File: config.mk
export PLATFORM = sky130hd
export DESIGN_NAME = pivec_top
export DESIGN_NICKNAME = d
export VERILOG_FILES = /design/src/logic/pivec_pkg.sv /design/src/logic/pivec_sel_if.sv /design/src/logic/pivec_top.sv /design/src/logic/pivec_pick.sv
export SDC_FILE = /design/constraint.sdc
export NUM_CORES = 1
export LEC_CHECK = 0
export BUFFER_PORTS_ARGS = -buffer_cell sky130_fd_sc_hd__clkbuf_2
export CAP_MARGIN = 20
export CORE_UTILIZATION = 30
export CTS_CLUSTER_DIAMETER = 40
export CTS_CLUSTER_SIZE = 14
export DETAILED_ROUTE_END_ITERATION = 16
export HOLD_SLACK_MARGIN = 0.12
export SLEW_MARGIN = 20
export SYNTH_ARGS = -nofsm -noshare
export SYNTH_HDL_FRONTEND = slang
export SYNTH_SLANG_ARGS = --single-unit
File: constraint.sdc
create_clock -name i_sys_clk -period 52.9 [get_ports i_sys_clk]
set_clock_uncertainty 0.15 [all_clocks]
set_input_delay 10.58 -clock i_sys_clk [delete_from_list [all_inputs] [get_ports i_sys_clk]]
set_output_delay 10.58 -clock i_sys_clk [all_outputs]
set_load 0.1 [all_outputs]
File: src/logic/pivec_pkg.sv
// Constants for the prioritized interrupt vectoring block: entry indices, vectors, levels.
// Assumes one system clock and that every request input is synchronous to it.
//
// Overview of operation
// - Vector MSB at even address, LSB next.
// - Twenty request sources onto eighteen vectors.
// - Twelve pin sources, eight peripheral sources.
// - Eight single-edge pins, four dual-edge pins.
// - Each source gets one of four levels.
// - Vectored service; polling is left undisturbed.
// - Fixed ranking breaks ties within one level.
// - Reset ranks first, vector 0002H, no interrupt.
// - Watchdog request next, vector 0004H.
// - Oscillator fail traps 003AH then 003CH.
// - Illegal instruction trap 0006H below those.
// - Peripheral order and vectors; some reserved.
// - Pin A7 shares 0018H with supply drop.
// - Pin A6 shares 001AH with comparator.
// - Pins A5 to A0 use 001CH to 0026H.
// - Pins C3 to C0, both edges, 0030H-0036H.
// - Absent pins or converter give no sources.
// - Watchdog and supply drop can interrupt.
// - Higher level always beats lower level.
// - Master enable gates vectored delivery only.
// - Single-cycle pulses latch into pending bits.
// - Acknowledge or software zero-write clears pending.

package pivec_pkg;

    localparam int NUM_ENT = 24;
    localparam int NUM_IRQ = 20;
    localparam int IDX_W = 5;
    localparam int VEC_W = 16;
    localparam int LVL_W = 2;

    // Entry indices in fixed rank order, index 0 ranks highest.
    localparam logic [IDX_W-1:0] E_RESET = 5'h00;
    localparam logic [IDX_W-1:0] E_WDT = 5'h01;
    localparam logic [IDX_W-1:0] E_POSC = 5'h02;
    localparam logic [IDX_W-1:0] E_WOSC = 5'h03;
    localparam logic [IDX_W-1:0] E_ILL = 5'h04;
    localparam logic [IDX_W-1:0] E_T1 = 5'h05;
    localparam logic [IDX_W-1:0] E_ADC = 5'h09;
    localparam logic [IDX_W-1:0] E_PA7 = 5'h0a;
    localparam logic [IDX_W-1:0] E_SDROP = 5'h0b;
    localparam logic [IDX_W-1:0] E_PA6 = 5'h0c;
    localparam logic [IDX_W-1:0] E_CMP = 5'h0d;
    localparam logic [IDX_W-1:0] E_PA5 = 5'h0e;
    localparam logic [IDX_W-1:0] E_PA0 = 5'h13;
    localparam logic [IDX_W-1:0] E_PC3 = 5'h14;
    localparam logic [IDX_W-1:0] E_PC0 = 5'h17;

    // Peripheral pulse input bit positions.
    localparam int P_WDT = 0;
    localparam int P_T1 = 1;
    localparam int P_ADC = 5;
    localparam int P_SDROP = 6;
    localparam int P_CMP = 7;

    // Trap pulse input bit positions.
    localparam int TR_POSC = 0;
    localparam int TR_WOSC = 1;
    localparam int TR_ILL = 2;

    localparam logic [NUM_ENT-1:0] PEND_RST = 24'h00_0001;
    localparam logic [LVL_W-1:0] LVL_TOP = 2'h3;

    localparam logic [VEC_W-1:0] VEC_RESET = 16'h0002;
    localparam logic [VEC_W-1:0] VEC_WDT = 16'h0004;
    localparam logic [VEC_W-1:0] VEC_ILL = 16'h0006;
    localparam logic [VEC_W-1:0] VEC_T1 = 16'h000a;
    localparam logic [VEC_W-1:0] VEC_T0 = 16'h000c;
    localparam logic [VEC_W-1:0] VEC_URX = 16'h000e;
    localparam logic [VEC_W-1:0] VEC_UTX = 16'h0010;
    localparam logic [VEC_W-1:0] VEC_ADC = 16'h0016;
    localparam logic [VEC_W-1:0] VEC_PA7 = 16'h0018;
    localparam logic [VEC_W-1:0] VEC_PA6 = 16'h001a;
    localparam logic [VEC_W-1:0] VEC_PA5 = 16'h001c;
    localparam logic [VEC_W-1:0] VEC_PC3 = 16'h0030;
    localparam logic [VEC_W-1:0] VEC_POSC = 16'h003a;
    localparam logic [VEC_W-1:0] VEC_WOSC = 16'h003c;
    localparam logic [VEC_W-1:0] VEC_STEP = 16'h0002;
    localparam logic [VEC_W-1:0] VEC_LSB = 16'h0001;

    // Vector of each entry; shared vectors give two entries one address.
    function automatic logic [VEC_W-1:0] vec_of(input logic [IDX_W-1:0] idx);
        logic [VEC_W-1:0] v;
        v = VEC_RESET;
        unique case (idx)
            5'h00: v = VEC_RESET;
            5'h01: v = VEC_WDT;
            5'h02: v = VEC_POSC;
            5'h03: v = VEC_WOSC;
            5'h04: v = VEC_ILL;
            5'h05: v = VEC_T1;
            5'h06: v = VEC_T0;
            5'h07: v = VEC_URX;
            5'h08: v = VEC_UTX;
            5'h09: v = VEC_ADC;
            5'h0a, 5'h0b: v = VEC_PA7;
            5'h0c, 5'h0d: v = VEC_PA6;
            5'h0e, 5'h0f, 5'h10, 5'h11, 5'h12, 5'h13: v = VEC_PA5 + VEC_STEP * 16'(idx - E_PA5);
            5'h14, 5'h15, 5'h16, 5'h17: v = VEC_PC3 + VEC_STEP * 16'(idx - E_PC3);
            default: v = VEC_RESET;
        endcase
        return v;
    endfunction

    // Entry that holds interrupt source k (software index 0..19).
    function automatic logic [IDX_W-1:0] irq_entry(input int k);
        return (k == 0) ? E_WDT : 5'(k + 4);
    endfunction

endpackage

File: src/logic/pivec_sel_if.sv
// Interface between the pending-bit logic and the rank selector.
// Assumes both ends sit in the same clock domain; the signals are combinational.
`timescale 1ns/1ps
`default_nettype none

interface pivec_sel_if;
    logic [pivec_pkg::NUM_ENT-1:0] elig;
    logic [pivec_pkg::NUM_ENT-1:0][pivec_pkg::LVL_W-1:0] lvl;
    logic win_valid;
    logic [pivec_pkg::IDX_W-1:0] win_idx;

    modport ctrl (output elig, output lvl, input win_valid, input win_idx);
    modport pick (input elig, input lvl, output win_valid, output win_idx);
endinterface

`default_nettype wire

File: src/logic/pivec_top.sv
// Top of the prioritized interrupt vectoring block.
// Assumes request pulses, pins and control inputs are synchronous to i_sys_clk.
`timescale 1ns/1ps
`default_nettype none

module pivec_top #(
    parameter bit HAS_ADC = 1'b1,
    parameter logic [7:0] PA_PRESENT = 8'hff,
    parameter logic [3:0] PC_PRESENT = 4'hf
) (
    // Clock and reset.
    input wire logic i_sys_clk,
    input wire logic i_arst_n,
    // Hardware request sources.
    input wire logic [7:0] i_periph_pulse,
    input wire logic [2:0] i_trap_pulse,
    input wire logic [7:0] i_pa_pin,
    input wire logic [7:0] i_pa_edge_fall,
    input wire logic [3:0] i_pc_pin,
    // Software control.
    input wire logic i_master_irq_enable,
    input wire logic [19:0] i_src_enable,
    input wire logic [39:0] i_src_level,
    input wire logic [19:0] i_sw_set,
    input wire logic [19:0] i_sw_clear,
    // Processor side.
    output logic o_irq_req,
    output logic [15:0] o_vec_msb_addr,
    output logic [15:0] o_vec_lsb_addr,
    output logic o_irq_is_trap,
    input wire logic i_irq_ack,
    output logic [19:0] o_pending
);

    localparam int N = pivec_pkg::NUM_ENT;

    ////////////////////////////////////////////////////////////////////////////////
    // Pin edge detection.

    logic [7:0] pa_prev_q, pa_prev_d;
    logic [3:0] pc_prev_q, pc_prev_d;
    logic armed_q, armed_d;
    logic [7:0] pa_edge;
    logic [3:0] pc_edge;

    // Edges are ignored in the first cycle after reset so a pin already high is not an edge.
    always_comb begin
        pa_prev_d = i_pa_pin;
        pc_prev_d = i_pc_pin;
        armed_d = 1'b1;
    end

    always_ff @(posedge i_sys_clk or negedge i_arst_n) begin
        if (!i_arst_n) begin
            pa_prev_q <= 8'h00;
            pc_prev_q <= 4'h0;
            armed_q <= 1'b0;
        end else begin
            pa_prev_q <= pa_prev_d;
            pc_prev_q <= pc_prev_d;
            armed_q <= armed_d;
        end
    end

    for (genvar g = 0; g < 8; g++) begin : g_pa_edge
        assign pa_edge[g] = armed_q && PA_PRESENT[g] &&
            (i_pa_edge_fall[g] ? (pa_prev_q[g] && !i_pa_pin[g])
                               : (!pa_prev_q[g] && i_pa_pin[g]));
    end

    for (genvar g = 0; g < 4; g++) begin : g_pc_edge
        assign pc_edge[g] = armed_q && PC_PRESENT[g] && (pc_prev_q[g] != i_pc_pin[g]);
    end

    ////////////////////////////////////////////////////////////////////////////////
    // Source mapping and pending bits.

    logic [N-1:0] pend_q, pend_d;
    logic [N-1:0] src_set, src_clr, present;
    logic [N-1:0][pivec_pkg::LVL_W-1:0] lvl;
    logic [N-1:0] en_mask;
    logic req_q, req_d;
    logic trap_q, trap_d;
    logic [pivec_pkg::IDX_W-1:0] idx_q, idx_d;
    logic [pivec_pkg::VEC_W-1:0] vec_q, vec_d;

    pivec_sel_if sel ();

    pivec_pick u_pick (
        .sel(sel)
    );

    always_comb begin
        src_set = '0;
        src_clr = '0;
        present = '1;
        en_mask = '0;
        lvl = '0;
        // Twelve pin and eight peripheral sources, two shared vectors in each group.
        src_set[pivec_pkg::E_WDT] = i_periph_pulse[pivec_pkg::P_WDT];
        for (int p = 0; p < 5; p++) begin
            src_set[5'(pivec_pkg::E_T1 + p)] = i_periph_pulse[pivec_pkg::P_T1 + p];
        end
        src_set[pivec_pkg::E_SDROP] = i_periph_pulse[pivec_pkg::P_SDROP];
        src_set[pivec_pkg::E_CMP] = i_periph_pulse[pivec_pkg::P_CMP];
        src_set[pivec_pkg::E_POSC] = i_trap_pulse[pivec_pkg::TR_POSC];
        src_set[pivec_pkg::E_WOSC] = i_trap_pulse[pivec_pkg::TR_WOSC];
        src_set[pivec_pkg::E_ILL] = i_trap_pulse[pivec_pkg::TR_ILL];
        src_set[pivec_pkg::E_PA7] = pa_edge[7];
        src_set[pivec_pkg::E_PA6] = pa_edge[6];
        for (int p = 0; p < 6; p++) begin
            src_set[5'(pivec_pkg::E_PA5 + p)] = pa_edge[5 - p];
            present[5'(pivec_pkg::E_PA5 + p)] = PA_PRESENT[5 - p];
        end
        for (int p = 0; p < 4; p++) begin
            src_set[5'(pivec_pkg::E_PC3 + p)] = pc_edge[3 - p];
            present[5'(pivec_pkg::E_PC3 + p)] = PC_PRESENT[3 - p];
        end
        present[pivec_pkg::E_PA7] = PA_PRESENT[7];
        present[pivec_pkg::E_PA6] = PA_PRESENT[6];
        present[pivec_pkg::E_ADC] = HAS_ADC;
        // Software view: interrupt source k lives at entry irq_entry(k).
        for (int k = 0; k < pivec_pkg::NUM_IRQ; k++) begin
            src_set[pivec_pkg::irq_entry(k)] = src_set[pivec_pkg::irq_entry(k)] | i_sw_set[k];
            src_clr[pivec_pkg::irq_entry(k)] = i_sw_clear[k];
            en_mask[pivec_pkg::irq_entry(k)] = i_src_enable[k] & i_master_irq_enable;
            lvl[pivec_pkg::irq_entry(k)] = i_src_level[2*k +: 2];
        end
        // Reset and traps are always top level and never masked.
        lvl[pivec_pkg::E_WDT] = pivec_pkg::LVL_TOP;
        for (int t = 0; t < 5; t++) begin
            if (t != 1) begin
                lvl[t] = pivec_pkg::LVL_TOP;
                en_mask[t] = 1'b1;
            end
        end
        // The acknowledged entry clears; a new pulse in that cycle still wins.
        if (req_q && i_irq_ack) begin
            src_clr[idx_q] = 1'b1;
        end
        pend_d = ((pend_q & ~src_clr) | src_set) & present;
    end

    assign sel.elig = pend_d & en_mask;
    assign sel.lvl = lvl;

    // Selection is made on next-state pending bits so an acked entry never shows twice.
    always_comb begin
        req_d = sel.win_valid;
        idx_d = sel.win_idx;
        vec_d = pivec_pkg::vec_of(sel.win_idx);
        trap_d = sel.win_valid && (sel.win_idx == pivec_pkg::E_RESET ||
            (sel.win_idx >= pivec_pkg::E_POSC && sel.win_idx <= pivec_pkg::E_ILL));
    end

    always_ff @(posedge i_sys_clk or negedge i_arst_n) begin
        if (!i_arst_n) begin
            pend_q <= pivec_pkg::PEND_RST;
            req_q <= 1'b0;
            idx_q <= pivec_pkg::E_RESET;
            vec_q <= pivec_pkg::VEC_RESET;
            trap_q <= 1'b0;
        end else begin
            pend_q <= pend_d;
            req_q <= req_d;
            idx_q <= idx_d;
            vec_q <= vec_d;
            trap_q <= trap_d;
        end
    end

    assign o_irq_req = req_q;
    assign o_vec_msb_addr = vec_q;
    assign o_vec_lsb_addr = vec_q | pivec_pkg::VEC_LSB;
    assign o_irq_is_trap = trap_q;

    always_comb begin
        for (int k = 0; k < pivec_pkg::NUM_IRQ; k++) begin
            o_pending[k] = pend_q[pivec_pkg::irq_entry(k)];
        end
    end

    ////////////////////////////////////////////////////////////////////////////////
    // Checks.

    logic beaten_d, beaten_q;

    // Independent check of the selector: did any eligible entry outrank the winner?
    always_comb begin
        beaten_d = 1'b0;
        for (int j = 0; j < N; j++) begin
            if (sel.elig[j] && (sel.lvl[j] > sel.lvl[sel.win_idx] ||
                (sel.lvl[j] == sel.lvl[sel.win_idx] && 5'(j) < sel.win_idx))) begin
                beaten_d = 1'b1;
            end
        end
        if (sel.win_valid != (|sel.elig)) begin
            beaten_d = 1'b1;
        end
    end

    always_ff @(posedge i_sys_clk or negedge i_arst_n) begin
        if (!i_arst_n) begin
            beaten_q <= 1'b0;
        end else begin
            beaten_q <= beaten_d;
        end
    end

    chk_rank_level_order: assert property (
        @(posedge i_sys_clk) disable iff (!i_arst_n) !beaten_q)
        else $error("Selected request is outranked by another eligible request.");

    chk_vec_byte_pair: assert property (
        @(posedge i_sys_clk) disable iff (!i_arst_n)
        o_irq_req |-> (o_vec_msb_addr[0] == 1'b0) && (o_vec_lsb_addr == o_vec_msb_addr + 16'h0001))
        else $error("Vector byte addresses are not an even and odd pair.");

    // The first edge after release still shows the request flops at their reset values.
    chk_reset_vec_first: assert property (
        @(posedge i_sys_clk) disable iff (!i_arst_n)
        armed_q && pend_q[pivec_pkg::E_RESET]
        |-> o_irq_req && o_irq_is_trap && (o_vec_msb_addr == 16'h0002))
        else $error("Pending reset is not presented at vector 0002H.");

    chk_trap_order_osc: assert property (
        @(posedge i_sys_clk) disable iff (!i_arst_n)
        o_irq_req && (o_vec_msb_addr == 16'h003c) |-> !pend_q[pivec_pkg::E_POSC] && !pend_q[0])
        else $error("Watchdog oscillator trap served ahead of higher trap.");

    chk_illegal_trap_rank: assert property (
        @(posedge i_sys_clk) disable iff (!i_arst_n)
        o_irq_req && (o_vec_msb_addr == 16'h0006) |-> o_irq_is_trap && (pend_q[3:2] == 2'b00))
        else $error("Illegal instruction trap served ahead of oscillator traps.");

    chk_master_gate_off: assert property (
        @(posedge i_sys_clk) disable iff (!i_arst_n)
        !i_master_irq_enable && (i_trap_pulse == 3'h0) && !pend_q[0] && (pend_q[4:2] == 3'h0)
        |=> !o_irq_req)
        else $error("Request forwarded while master enable is clear.");

    chk_ack_clears_pend: assert property (
        @(posedge i_sys_clk) disable iff (!i_arst_n)
        o_irq_req && i_irq_ack && !src_set[idx_q] |=> !pend_q[$past(idx_q)])
        else $error("Acknowledged request stays pending.");

    chk_pulse_latches: assert property (
        @(posedge i_sys_clk) disable iff (!i_arst_n)
        i_periph_pulse[2] |=> pend_q[6] [*2] or (pend_q[6] ##1 $past(src_clr[6])))
        else $error("Timer 0 pulse was not latched into its pending bit.");

    chk_pc_both_edges: assert property (
        @(posedge i_sys_clk) disable iff (!i_arst_n)
        armed_q && PC_PRESENT[0] && (i_pc_pin[0] != pc_prev_q[0]) |=> pend_q[pivec_pkg::E_PC0])
        else $error("Port C pin 0 edge did not set its pending bit.");

    chk_pa_rise_edge: assert property (
        @(posedge i_sys_clk) disable iff (!i_arst_n)
        armed_q && PA_PRESENT[0] && !i_pa_edge_fall[0] && !pa_prev_q[0] && i_pa_pin[0]
        |=> pend_q[pivec_pkg::E_PA0])
        else $error("Port A pin 0 rising edge did not set its pending bit.");

    chk_shared_vec_pa7: assert property (
        @(posedge i_sys_clk) disable iff (!i_arst_n)
        o_irq_req && (idx_q == pivec_pkg::E_SDROP) |-> o_vec_msb_addr == 16'h0018)
        else $error("Supply drop request does not share vector 0018H.");

    chk_wdt_rank_vec: assert property (
        @(posedge i_sys_clk) disable iff (!i_arst_n)
        o_irq_req && (idx_q == pivec_pkg::E_WDT)
        |-> (o_vec_msb_addr == 16'h0004) && !o_irq_is_trap && !pend_q[pivec_pkg::E_RESET])
        else $error("Watchdog request has the wrong vector or rank.");

    chk_adc_vec_addr: assert property (
        @(posedge i_sys_clk) disable iff (!i_arst_n)
        o_irq_req && (idx_q == pivec_pkg::E_ADC) |-> o_vec_msb_addr == 16'h0016)
        else $error("Converter request is not at vector 0016H.");

    chk_pa0_vec_addr: assert property (
        @(posedge i_sys_clk) disable iff (!i_arst_n)
        o_irq_req && (idx_q == pivec_pkg::E_PA0) |-> o_vec_msb_addr == 16'h0026)
        else $error("Port A pin 0 request is not at vector 0026H.");

    chk_pc0_vec_addr: assert property (
        @(posedge i_sys_clk) disable iff (!i_arst_n)
        o_irq_req && (idx_q == pivec_pkg::E_PC0) |-> o_vec_msb_addr == 16'h0036)
        else $error("Port C pin 0 request is not at vector 0036H.");

    chk_trap_vec_set: assert property (
        @(posedge i_sys_clk) disable iff (!i_arst_n)
        o_irq_is_trap |-> o_irq_req &&
            (o_vec_msb_addr inside {16'h0002, 16'h003a, 16'h003c, 16'h0006}))
        else $error("Trap flag raised for a vector that is not reset or a trap.");

    // The watchdog may share the top level with a trap and then outranks it.
    chk_trap_beats_gate: assert property (
        @(posedge i_sys_clk) disable iff (!i_arst_n)
        i_trap_pulse[pivec_pkg::TR_ILL]
        |=> o_irq_req && (o_irq_is_trap || (idx_q == pivec_pkg::E_WDT)))
        else $error("Illegal instruction trap was not presented the next cycle.");

    chk_ack_moves_on: assert property (
        @(posedge i_sys_clk) disable iff (!i_arst_n)
        o_irq_req && i_irq_ack && !src_set[idx_q] |=> !o_irq_req || (idx_q != $past(idx_q)))
        else $error("Acknowledged request is presented again.");

endmodule

`default_nettype wire

File: src/logic/pivec_pick.sv
// Rank selector: picks the highest level, then the lowest entry index.
// Assumes elig and lvl are settled combinationally in the same cycle.
`timescale 1ns/1ps
`default_nettype none

module pivec_pick (
    // Selection carrier.
    pivec_sel_if.pick sel
);

    // Scanning from the lowest rank upward with >= lets a better rank take over ties.
    always_comb begin
        logic [pivec_pkg::LVL_W-1:0] best;
        best = '0;
        sel.win_valid = 1'b0;
        sel.win_idx = '0;
        for (int i = pivec_pkg::NUM_ENT - 1; i >= 0; i--) begin
            if (sel.elig[i] && (!sel.win_valid || sel.lvl[i] >= best)) begin
                sel.win_valid = 1'b1;
                sel.win_idx = 5'(i);
                best = sel.lvl[i];
            end
        end
    end

endmodule

`default_nettype wire

After elaboration in Yosys (flattened, before gate mapping)
Cells that the tools add are included.
- $lt $le $gt $ge: 27
- bitwise gates (word level): 45
- multipliers: 0
- multiplexer cells: 83
- reductions and logical operators: 123
- shift operators: 0
- add/subtract/negate cells: 4
- equality and inequality tests: 27
- div/mod/pow operators: 0
- operator list (cell ; number):
    16-bit case mux with 13 select lines ; 1
    5-bit 2-to-1 mux ; 24
    1-bit logical AND ; 55
    24-bit AND ; 2
    24-bit OR ; 2
    2-bit 2-to-1 mux ; 23
    5-bit by 4-bit == test with 1-bit output (second input constant) ; 8
    5-bit == test (second input constant) ; 8
    1-bit logical NOT ; 39
    2-bit >= comparator ; 18
    1-bit 2-to-1 mux ; 33
    1-bit logical OR ; 24
    24-bit 2-to-1 mux ; 1
    24-bit NOT ; 1
    1-bit AND ; 20
    5-bit by 3-bit == test with 1-bit output (second input constant) ; 4
    1-bit OR ; 20
    5-bit by 2-bit == test with 1-bit output (second input constant) ; 2
    2-bit >= comparator (first input constant) ; 5
    6-bit by 7-bit adder with 8-bit output (first input constant) ; 1
    7-bit by 7-bit adder with 8-bit output (first input constant) ; 1
    5-bit by 6-bit less-than comparator with 1-bit output (second input constant) ; 1
    6-bit OR reduction ; 1
    5-bit by 4-bit subtractor with 6-bit output (second input constant) ; 1
    other kinds (10) ; 14
- latch bits: 0
- memory bits (writable): 0
- output and inout port bits: 54
- bits in registers: 60
- memories: 0
- memory bits (read-only): 0
- word-level logic and storage cells: 317

Depth between registers and ports, before layout
Gate-level depths: netlist of the first run.
- depth in word-level cells: 107
- gate-level depth with buffers: 127
- gate-level depth less buffers: 127

Hierarchy
A second synthesis of the first run with hierarchy kept.
- cell total of the unflattened synthesis: 687
- area, all modules: 5441.5 µm²
- by module, submodules not included (module ; sequential area each (µm²) ; cells an instance ; times used ; area an instance (µm²)):
    pivec_top ; 1278.7 ; 328 ; 1 ; 3014.1
    pivec_pick ; 0.0 ; 359 ; 1 ; 2427.3

Worst setup path before layout of the first run
No wires, ideal clock.
- path kind: in2reg
- start point: input port i_pc_pin[0]
- end point: register vec_q (netlist bit o_vec_msb_addr[1])
- cell stages on the path: 117
- arrival time: 33641 ps
- required time: 52668 ps
- setup time: 82 ps
- path slack: 19027 ps
- path through: xor2_1 a21oi_1 a21oi_4 and2_1 ha_1 nand2b_1 a21oi_1 a21oi_1 a22o_1 ha_1 nand2b_1 a21oi_1 o21ai_1 a222oi_1 nor2_1 ha_1 nand2b_1 a21oi_1 (+81 left out) nand2b_1 a21o_1 o21ai_0 mux2_2 ha_1 nand2b_1 a21o_1 o21ai_0 and3_1 a21boi_0 inv_1 o21ai_1 inv_1 ha_1 and2_4 a211o_1 o21a_1 a211o_1
- longest elaborated chain between the ends: 101
- elaborated cells between the ends (all ways): 199
- those cells by class: 4 x add/sub; 23 x order compare; 24 x eq/ne; 71 x mux; 3 x bitwise; 74 x reduce/logical
- ends and longest elaborated chain (element ; RTL line ; text):
    start: declaration ; pivec_top.sv:19 ; input wire logic [3:0] i_pc_pin,
    1-bit != test (*) ; pivec_top.sv:72 ; assign pc_edge[g] = armed_q && PC_PRESENT[g] && (pc_prev_q[g] != i_pc_pin[g]);
    1-bit logical AND (*) ; pivec_top.sv:72 ;
    1-bit OR (*) ; pivec_top.sv:124 ; src_set[pivec_pkg::irq_entry(k)] = src_set[pivec_pkg::irq_entry(k)] | i_sw_set[k];
    24-bit OR (*) ; pivec_top.sv:141 ; pend_d = ((pend_q & ~src_clr) | src_set) & present;
    24-bit AND (*) ; pivec_top.sv:144 ; assign sel.elig = pend_d & en_mask;
    2-bit 2-to-1 mux or 1-bit 2-to-1 mux (tied branches) ; pivec_pick.sv:18 ; if (sel.elig[i] && (!sel.win_valid || sel.lvl[i] >= best)) begin
    2-bit >= comparator or 1-bit logical NOT (tied branches) ; pivec_pick.sv:18 ;
    1-bit logical OR ; pivec_pick.sv:18 ;
    (+87 left out) ; n/a ;
    1-bit logical OR ; pivec_pick.sv:18 ;
    1-bit logical AND ; pivec_pick.sv:18 ;
    5-bit 2-to-1 mux (*) ; pivec_pick.sv:18 ;
    net idx_d, one bit ; pivec_top.sv:84 ; logic [pivec_pkg::IDX_W-1:0] idx_q, idx_d;
    5-bit by 4-bit == test with 1-bit output or 5-bit == test (tied branches) ; pivec_pkg.sv:89 ; unique case (idx)
    6-bit OR reduction (tied with other cells) ; pivec_pkg.sv:89 ;
    16-bit case mux with 13 select lines (*) ; pivec_pkg.sv:89 ;
    net vec_d, one bit ; pivec_top.sv:85 ; logic [pivec_pkg::VEC_W-1:0] vec_q, vec_d;
    end signal: assignment ; pivec_top.sv:161 ; vec_q <= pivec_pkg::VEC_RESET;
    end signal: assignment ; pivec_top.sv:167 ; vec_q <= vec_d;
    end: declaration ; pivec_top.sv:85 ;
The timed path passes the listed nets; every way through them passes the cells marked *.

Worst setup path after layout of the first run
- start point: input port i_master_irq_enable
- end point: register vec_q (netlist bit o_vec_msb_addr[1])
- longest elaborated chain between the ends: 98
- elaborated cells between the ends (all ways): 215
- those cells by class: 4 x add/sub; 23 x order compare; 23 x eq/ne; 71 x mux; 21 x bitwise; 73 x reduce/logical
- ends and longest elaborated chain (element ; RTL line ; text):
    start: declaration ; pivec_top.sv:21 ; input wire logic i_master_irq_enable,
    1-bit AND ; pivec_top.sv:126 ; en_mask[pivec_pkg::irq_entry(k)] = i_src_enable[k] & i_master_irq_enable;
    24-bit AND (*) ; pivec_top.sv:144 ;
    2-bit 2-to-1 mux or 1-bit 2-to-1 mux (tied branches) ; pivec_pick.sv:18 ;
    2-bit >= comparator or 1-bit logical NOT (tied branches) ; pivec_pick.sv:18 ;
    1-bit logical OR ; pivec_pick.sv:18 ;
    1-bit logical AND ; pivec_pick.sv:18 ;
    2-bit 2-to-1 mux or 1-bit 2-to-1 mux (tied branches) ; pivec_pick.sv:18 ;
    2-bit >= comparator or 1-bit logical NOT (tied branches) ; pivec_pick.sv:18 ;
    (+84 left out) ; n/a ;
    1-bit logical OR ; pivec_pick.sv:18 ;
    1-bit logical AND ; pivec_pick.sv:18 ;
    5-bit 2-to-1 mux (*) ; pivec_pick.sv:18 ;
    net idx_d, one bit ; pivec_top.sv:84 ;
    5-bit by 4-bit == test with 1-bit output or 5-bit == test (tied branches) ; pivec_pkg.sv:89 ;
    6-bit OR reduction (tied with other cells) ; pivec_pkg.sv:89 ;
    16-bit case mux with 13 select lines (*) ; pivec_pkg.sv:89 ;
    net vec_d, one bit ; pivec_top.sv:85 ;
Marked as above.

==> results of run 1 <==
[state kept, by name (all words and copies together) (netlist names)]
register	flops
pend_q	24
pa_prev_q	8
armed_q	1
idx_q	5
o_irq_is_trap	1
pc_prev_q	4
o_irq_req	1
o_vec_msb_addr	7
[final cells by class]
cell class / instances / area, sq um / share of cell area
multi-input cells: 450 / 3170 / 0.530
clock buffers: 7 / 133 / 0.0222
flip-flops and latches: 51 / 1280 / 0.214
clock inverters: 1 / 5.00 / 0.000838
well taps: 216 / 270 / 0.0453
inverters: 49 / 189 / 0.0316
repair buffers: 185 / 928 / 0.155
[kinds of logic after synthesis]
family | after synthesis | share of synthesized area
xor+xnor | 4 | 0.00702
mux | 7 | 0.0153
buf+inv | 99 | 0.110
simple gates | 232 | 0.265
fa+ha+maj | 29 | 0.0724
compound gates | 175 | 0.273
flops | 51 | 0.256
other cells | 2 | 0.00150
[power groups by stage]
| stage | registers [W] | clock network (W) | logic, W |
|---|---|---|---|
| floorplan | 0.0000489 | 0 | 0.0000474 |
| global placement | 0.0000440 | 0 | 0.0000670 |
| detailed placement | 0.0000441 | 0 | 0.0000674 |
| CTS | 0.0000434 | 0.0000323 | 0.0000679 |
| global route | 0.0000438 | 0.0000338 | 0.0000745 |
| finish | 0.0000434 | 0.0000315 | 0.0000679 |
[Yosys cell counts, types with 3 or more instances]
cell type | count | area share
a211oi_1 | 8 | 0.012
a21boi_0 | 6 | 0.0090
a21o_1 | 6 | 0.0090
a21oi_1 | 30 | 0.030
a21oi_2 | 3 | 0.0053
a22o_1 | 3 | 0.0053
a311o_1 | 6 | 0.012
a31oi_1 | 10 | 0.013
and2_1 | 4 | 0.0050
and3_1 | 12 | 0.015
and3b_1 | 4 | 0.0070
and4_1 | 3 | 0.0053
and4b_1 | 5 | 0.010
buf_4 | 46 | 0.069
clkbuf_1 | 3 | 0.0023
dfrtp_1 | 49 | 0.25
ha_1 | 28 | 0.070
inv_1 | 48 | 0.036
mux2_2 | 5 | 0.011
nand2_1 | 62 | 0.047
nand2b_1 | 26 | 0.033
nand3_1 | 18 | 0.018
nand4_1 | 5 | 0.0063
nor2_1 | 29 | 0.022
nor2b_1 | 11 | 0.014
nor3_1 | 10 | 0.010
nor3b_1 | 8 | 0.012
nor4bb_1 | 6 | 0.012
o211a_1 | 6 | 0.012
o211ai_1 | 4 | 0.0060
o21a_1 | 7 | 0.011
o21ai_0 | 24 | 0.024
o21ai_1 | 5 | 0.0050
o22ai_1 | 4 | 0.0050
o311a_1 | 6 | 0.012
o31ai_1 | 5 | 0.0075
or2_2 | 6 | 0.0075
or3_1 | 8 | 0.010
xor2_1 | 4 | 0.0070
[routing by layer]
layer,GRT usage,vias up,share of wire
met5,0,-,0.00071
met4,0.0554,2,0.018
met3,0.0200,19,0.065
met2,0.285,188,0.44
met1,0.256,2188,0.48
li1,-,2453,-
[worst paths after layout]
check / from / slack (ps) / to / cells past startpoint
max in group asynchronous: i_arst_n / 41890 / pc_prev_q[3]$_DFF_PN0_ / 2
worst max-delay path: i_master_irq_enable / 15430 / o_vec_msb_addr[1]$_DFF_PN1_ / 119
worst min register to register: pend_q[3]$_DFF_PN0_ / 350 / pend_q[3]$_DFF_PN0_ / 1
min in group asynchronous: i_arst_n / 10270 / idx_q[4]$_DFF_PN0_ / 2
worst max register to register: armed_q$_DFF_PN0_ / 25310 / o_vec_msb_addr[1]$_DFF_PN1_ / 118
worst min-delay path: pend_q[3]$_DFF_PN0_ / 350 / pend_q[3]$_DFF_PN0_ / 1
[through the flow]
stage                     hold slack, ps  std cells
final                                353        959
after global placement               335        951
after global routing                 372        959
after detailed placement             340        951
after CTS                            356        959
after floorplan                      308        600
==> reports/qor.log, run 1 <==
qor: critical_path.critical_path_required 52970 ps
qor: cts.h-tree-depth 2
qor: timing.finalWorstPathRequiredPeriod 37470 ps
qor: power_and_ir_drop.power.combinational.fraction 0.476
qor: min_path.hp-class flip-flop to flip-flop
qor: timing.timing.slew.headroom 0.465
qor: routing.route.detailed.vias_per_inst 5.06
qor: timing.tns 0 ps
qor: floorplan.core_area 0.0161 sq mm
qor: floorplan.chipWidth 131 um
qor: critical_path.cp_top_family compound AO/OA/AOI/OAI gates
qor: yosys.syn_inst 599
qor: layout.final.fill_count 1711
qor: timing.fmaxAchievable 26.7 MHz
qor: yosys.synth-edff-count 0
qor: job.cap_viol_max_count 0
qor: placed_design.place_hpwl 13000 um
qor: power_and_ir_drop.cellLeakagePower 2.93 nW
qor: power_and_ir_drop.max-vdd-ir-drop 0.0000105 V
qor: placed_design.post-place-ws 15540 ps
qor: yosys.mappedNetlistArea 0.00499 sq mm
qor: timing.post-route-period-util 0.708
qor: critical_path.critical-path-slowest-cell nor4bb_1
qor: routing.drt-pass1-iter-count 5
qor: power_and_ir_drop.power.switching_fraction 0.430
qor: power_and_ir_drop.seq_power_share 0.304
qor: critical_path.worstPathMaxFanout 23
qor: routing.route.detailed.drc 0
qor: floorplan.rows 46
qor: cts.postCtsHoldBufs 0
qor: critical_path.cp_slowest_stage_delay 560 ps
qor: yosys.synth.lib_cells_used.distinct 91
qor: cts.cts.clk_slew.worst_paths 70 ps
qor: yosys.sequential_to_total_area_share_from_yosys_stat 0.256
qor: power_and_ir_drop.power_density 23.9 mW/mm^2
qor: critical_path.timing.setup.critical_path_class input pin to flip-flop
qor: layout.post_route_cells_drive_above_1_share 0.315
qor: layout.n_antenna_cell 0
qor: global_route.grt_first_pass_wirelength 23400 um
qor: timing.setup-violations-final 0
qor: layout.utilization 0.372
qor: critical_path.crit_arrival 37540 ps
qor: cts.tritoncts done
qor: yosys.synthesis.yosys.warnings 0
qor: power_and_ir_drop.power.clock.fraction 0.221
qor: routing.postRouteAntennaNets 0
qor: power_and_ir_drop.design_power_total 0.000143 W
qor: cts.quantity_of_gates_resized_following_cts 0
qor: floorplan.initial_utilization 0.311
qor: timing.final-hold-violation-count 0
qor: critical_path.cp_common_cell ha_1
qor: placed_design.gp_congestion 0.895
qor: layout.final_area 0.00597 sq mm
qor: placed_design.placed_instance_area 0.00583 sq mm
qor: cts.cts_setup_buffers 0
qor: layout.area_delta_synth_final 19.6%
qor: cts.cts_root_buf clkbuf_16
qor: cts.numClockSinks 51
qor: global_route.first_global_vias 4434
qor: run_status.run_status complete, no violations
qor: floorplan.num_io_pins 189
qor: routing.final_routed_wire_length_divided_by_cell_count 16.1 um
qor: layout.nNetsFinal 905
qor: cts.cts_buffers 5
qor: critical_path.startpoint_type input pin
qor: yosys.post_synth.cell_area_avg 8.33 sq um
qor: yosys.ys_seq_elements 51
qor: timing.max_slew.worst_pin.slew 799 ps
qor: layout.mostFrequentLayoutCells 184 x clkbuf_2, 62 x nand2_1, 49 x dfrtp_1
qor: placed_design.io_buffer_count 184
qor: global_route.grt_max_degree 52
qor: floorplan.floorplan.die_area 0.0172 sq mm
qor: global_route.grt_antenna_before_repair 1
qor: timing.rsz0062_at_grt false
qor: yosys.ys_dominant_reg_cell dfrtp_1
qor: global_route.grt_util_all_layers 0.180
qor: layout.layout_commonest_cell clkbuf_2
qor: cts.worstSkewPairLatency 290 ps
qor: power_and_ir_drop.internal-power 0.0000814 W
qor: critical_path.kind_of_capture_point_of_the_worst_setup_path flip-flop
qor: timing.maxSlewViolCount 0
qor: global_route.grt_overflow 0
qor: routing.wl 15400 um
qor: routing.via_count 4850
qor: routing.dr.first_iter.drc_count 362
qor: yosys.asyncSetResetFlopFracSynth 1.00
qor: timing.finalWorstSetupSlack 15430 ps
qor: cts.ctsLongestPathBuffers 2
qor: floorplan.die-height 131 um
qor: power_and_ir_drop.power.net_switching 0.0000614 W
qor: critical_path.worst_path_buffer_plus_inverter_count 4
(Power assumes the default switching activity.)
==> run 2: changes to the inputs <==
Settings changed: ABC_AREA from default to 1.
Clock period 52.9 ns to 38.8 ns, I/O delays scaled along.
==> reports/qor.log, run 2 <==
qor: cts.cts.clk_slew.worst_paths 80 ps
qor: placed_design.gp_congestion 0.838
qor: routing.via_count 4888
qor: critical_path.timing.setup.critical_path_class input pin to flip-flop
qor: power_and_ir_drop.power.net_switching 0.0000838 W
qor: timing.max_slew.worst_pin.slew 732 ps
qor: routing.drt-pass1-iter-count 4
qor: critical_path.critical-path-slowest-cell clkbuf_2
qor: floorplan.floorplan.die_area 0.0174 sq mm
qor: power_and_ir_drop.power.switching_fraction 0.422
qor: power_and_ir_drop.power_density 32.6 mW/mm^2
qor: critical_path.kind_of_capture_point_of_the_worst_setup_path flip-flop
qor: critical_path.worstRegToRegCells 155
qor: layout.nNetsFinal 1056
qor: yosys.synth_fa_ha_area_frac 0.0692
qor: layout.utilization 0.369
qor: critical_path.worstPathMaxFanout 20
qor: cts.quantity_of_gates_resized_following_cts 0
qor: layout.stdcell_count 1114
qor: layout.layout_commonest_cell clkbuf_2
qor: yosys.ys_top_cells_by_count 170 x nand2_1, 131 x inv_1, 56 x nand3_1, 52 x nor2_1, 49 x dfrtp_1
qor: timing.finalWorstPathRequiredPeriod 26680 ps
qor: placed_design.post-place-ws 11740 ps
qor: floorplan.rows 47
qor: yosys.yosysTopAreaCellShare 0.242
qor: yosys.synthXorXnorAreaFrac 0.00346
qor: global_route.grt_antenna_before_repair 0
qor: routing.route.detailed.vias_per_inst 4.39
qor: cts.cts_root_buf clkbuf_16
qor: cts.worstSkewPairLatency 310 ps
qor: layout.mostFrequentLayoutCells 184 x clkbuf_2, 170 x nand2_1, 131 x inv_1
qor: yosys.sequential_to_total_area_share_from_yosys_stat 0.253
qor: layout.post_route_cells_drive_above_1_share 0.318
qor: layout.registers.top_by_ff_count pend_q
qor: critical_path.crit_arrival 26770 ps
qor: global_route.first_global_vias 4615
qor: job.cap_viol_max_count 0
qor: critical_path.critical_path_required 38890 ps
qor: cts.tritoncts done
qor: yosys.ys_dominant_reg_cell dfrtp_1
qor: yosys.post_synth.cell_area_avg 6.77 sq um
qor: yosys.mappedNetlistArea 0.00506 sq mm
qor: timing.timing.slew.headroom 0.512
qor: power_and_ir_drop.power.combinational.fraction 0.432
qor: global_route.grt_first_pass_wirelength 22700 um
qor: yosys.ys_seq_elements 51
qor: min_path.worst_hold_path.endpoint pend_q[6]$_DFF_PN0_
qor: layout.largest_register_ffs 24
qor: power_and_ir_drop.max-vdd-ir-drop 0.0000169 V
qor: yosys.synth.lib_cells_used.distinct 46
qor: placed_design.post-place-cells 1106
qor: critical_path.reg2reg_slack 19350 ps
qor: critical_path.startpoint_type input pin
qor: power_and_ir_drop.seq_power_share 0.292
qor: yosys.synth_top_family_by_area simple AND/OR/NAND/NOR gates
qor: power_and_ir_drop.cellLeakagePower 3.52 nW
qor: layout.regArea 0.00128 sq mm
qor: power_and_ir_drop.power.clock.fraction 0.276
qor: routing.postRouteAntennaNets 0
qor: timing.tns 0 ps
qor: floorplan.initial_utilization 0.306
qor: power_and_ir_drop.internal-power 0.000115 W
qor: layout.n_antenna_cell 0
qor: global_route.grt_overflow 0
qor: yosys.synth-edff-count 0
qor: cts.h-tree-depth 2
qor: min_path.whs_path_depth 2
qor: min_path.worstHoldStart pend_q[6]$_DFF_PN0_
qor: global_route.grt_util_all_layers 0.167
qor: critical_path.cp_common_cell nand2_1
qor: global_route.grt_max_degree 52
qor: yosys.synth_area_leader_cell dfrtp_1
qor: timing.maxSlewViolCount 0
qor: placed_design.io_buffer_count 184
qor: cts.numClockSinks 51
qor: yosys.asyncSetResetFlopFracSynth 1.00
qor: routing.wl 14100 um
qor: routing.final_routed_wire_length_divided_by_cell_count 12.7 um
qor: yosys.compound_gate_portion_of_the_synthesized_area 0.0979
qor: yosys.syn_inst 748
qor: floorplan.core_area 0.0165 sq mm
qor: critical_path.reg2reg_to o_vec_msb_addr[1]$_DFF_PN1_
qor: layout.area_delta_synth_final 20.3%
qor: critical_path.cp_slowest_stage_delay 450 ps
qor: routing.route.detailed.drc 0
qor: yosys.area_fraction_in_and_or_nand_and_nor_cells_after_synthesis 0.400
qor: floorplan.num_io_pins 189
qor: cts.postCtsHoldBufs 0
qor: layout.final.fill_count 1814
qor: power_and_ir_drop.design_power_total 0.000199 W
qor: timing.finalWorstSetupSlack 12120 ps
qor: cts.cts_setup_buffers 0
qor: timing.fmaxAchievable 37.5 MHz
qor: timing.post-route-period-util 0.688
qor: cts.ctsLongestPathBuffers 2
qor: yosys.post_synth_mux_area_share 0
qor: yosys.post-synth-top-count-cell nand2_1
qor: floorplan.die-height 132 um
qor: layout.multi_input_area 0.00290 sq mm
qor: routing.dr.first_iter.drc_count 178
qor: run_status.run_status complete, no violations
qor: yosys.synthesis.yosys.warnings 0
qor: yosys.post_synth_main_area_contributors dfrtp_1 24%, nand2_1 13%, inv_1 9.7%
qor: critical_path.rr_startpoint idx_q[1]$_DFF_PN0_
qor: timing.final-hold-violation-count 0
qor: placed_design.place_hpwl 11900 um
qor: cts.cts_buffers 5
qor: floorplan.chipWidth 132 um
qor: timing.rsz0062_at_grt false
qor: timing.setup-violations-final 0
qor: min_path.hp-class flip-flop to flip-flop
==> run 2: cells by family (layout without fill, tap and decap cells) <==
family	Yosys count	count (layout)
AND/OR/NAND/NOR	396	396
buffers and inverters	188	333
AO/OA/AOI/OAI	81	81
flip-flops	51	51
adder cells (fa/ha/maj)	28	28
other	2	3
XOR/XNOR	2	2
==> run 2: power by group through the flow <==
stage          logic [W]  clock network [W]  registers [W]
5_1_grt        0.0000961          0.0000581      0.0000584
6_report       0.0000859          0.0000548      0.0000580
2_1_floorplan  0.0000636                  0      0.0000643
3_5_place_dp   0.0000865                  0      0.0000591
4_1_cts        0.0000869          0.0000567      0.0000580
3_3_place_gp   0.0000857                  0      0.0000590
==> run 2: how the worst max path moves through the flow <==
stage,from,end,cells past startpoint
CTS,i_master_irq_enable,o_vec_msb_addr[1]$_DFF_PN1_,153
finish,i_master_irq_enable,o_vec_msb_addr[1]$_DFF_PN1_,153
detailed placement,i_master_irq_enable,o_vec_msb_addr[1]$_DFF_PN1_,153
global route,i_master_irq_enable,o_vec_msb_addr[1]$_DFF_PN1_,155
floorplan,i_irq_ack,o_vec_msb_addr[5]$_DFF_PN0_,153
global placement,i_master_irq_enable,o_vec_msb_addr[3]$_DFF_PN0_,152
==> run 2: metal layers <==
metal  track usage  wire [um]  part of all wire
met3        0.0211        603             0.043
met5             0          0                 0
met1         0.222       6850              0.49
met2         0.280       6440              0.46
met4        0.0523        201             0.014
==> run 2: through the flow <==
step	area (sq um)	hold WS, ps
after CTS	6090	388
after detailed placement	5920	367
after floorplan	5070	327
after global placement	5920	369
after global routing	6090	425
final	6090	386
==> run 2: critical path, delay by kind of cell <==
kind,cells,cell delay (ps)
buf+inv,22,1940
fa+ha+maj,19,5290
compound gates,36,4450
simple gates,76,7360
==> run 2: layout make-up <==
type                            count  area share
Clock buffer                        6      0.0228
Sequential cell                    51       0.210
Multi-Input combinational cell    510       0.476
Inverter                          138      0.0855
Clock inverter                      2     0.00575
Timing Repair Buffer              187       0.155
Tap cell                          220      0.0452
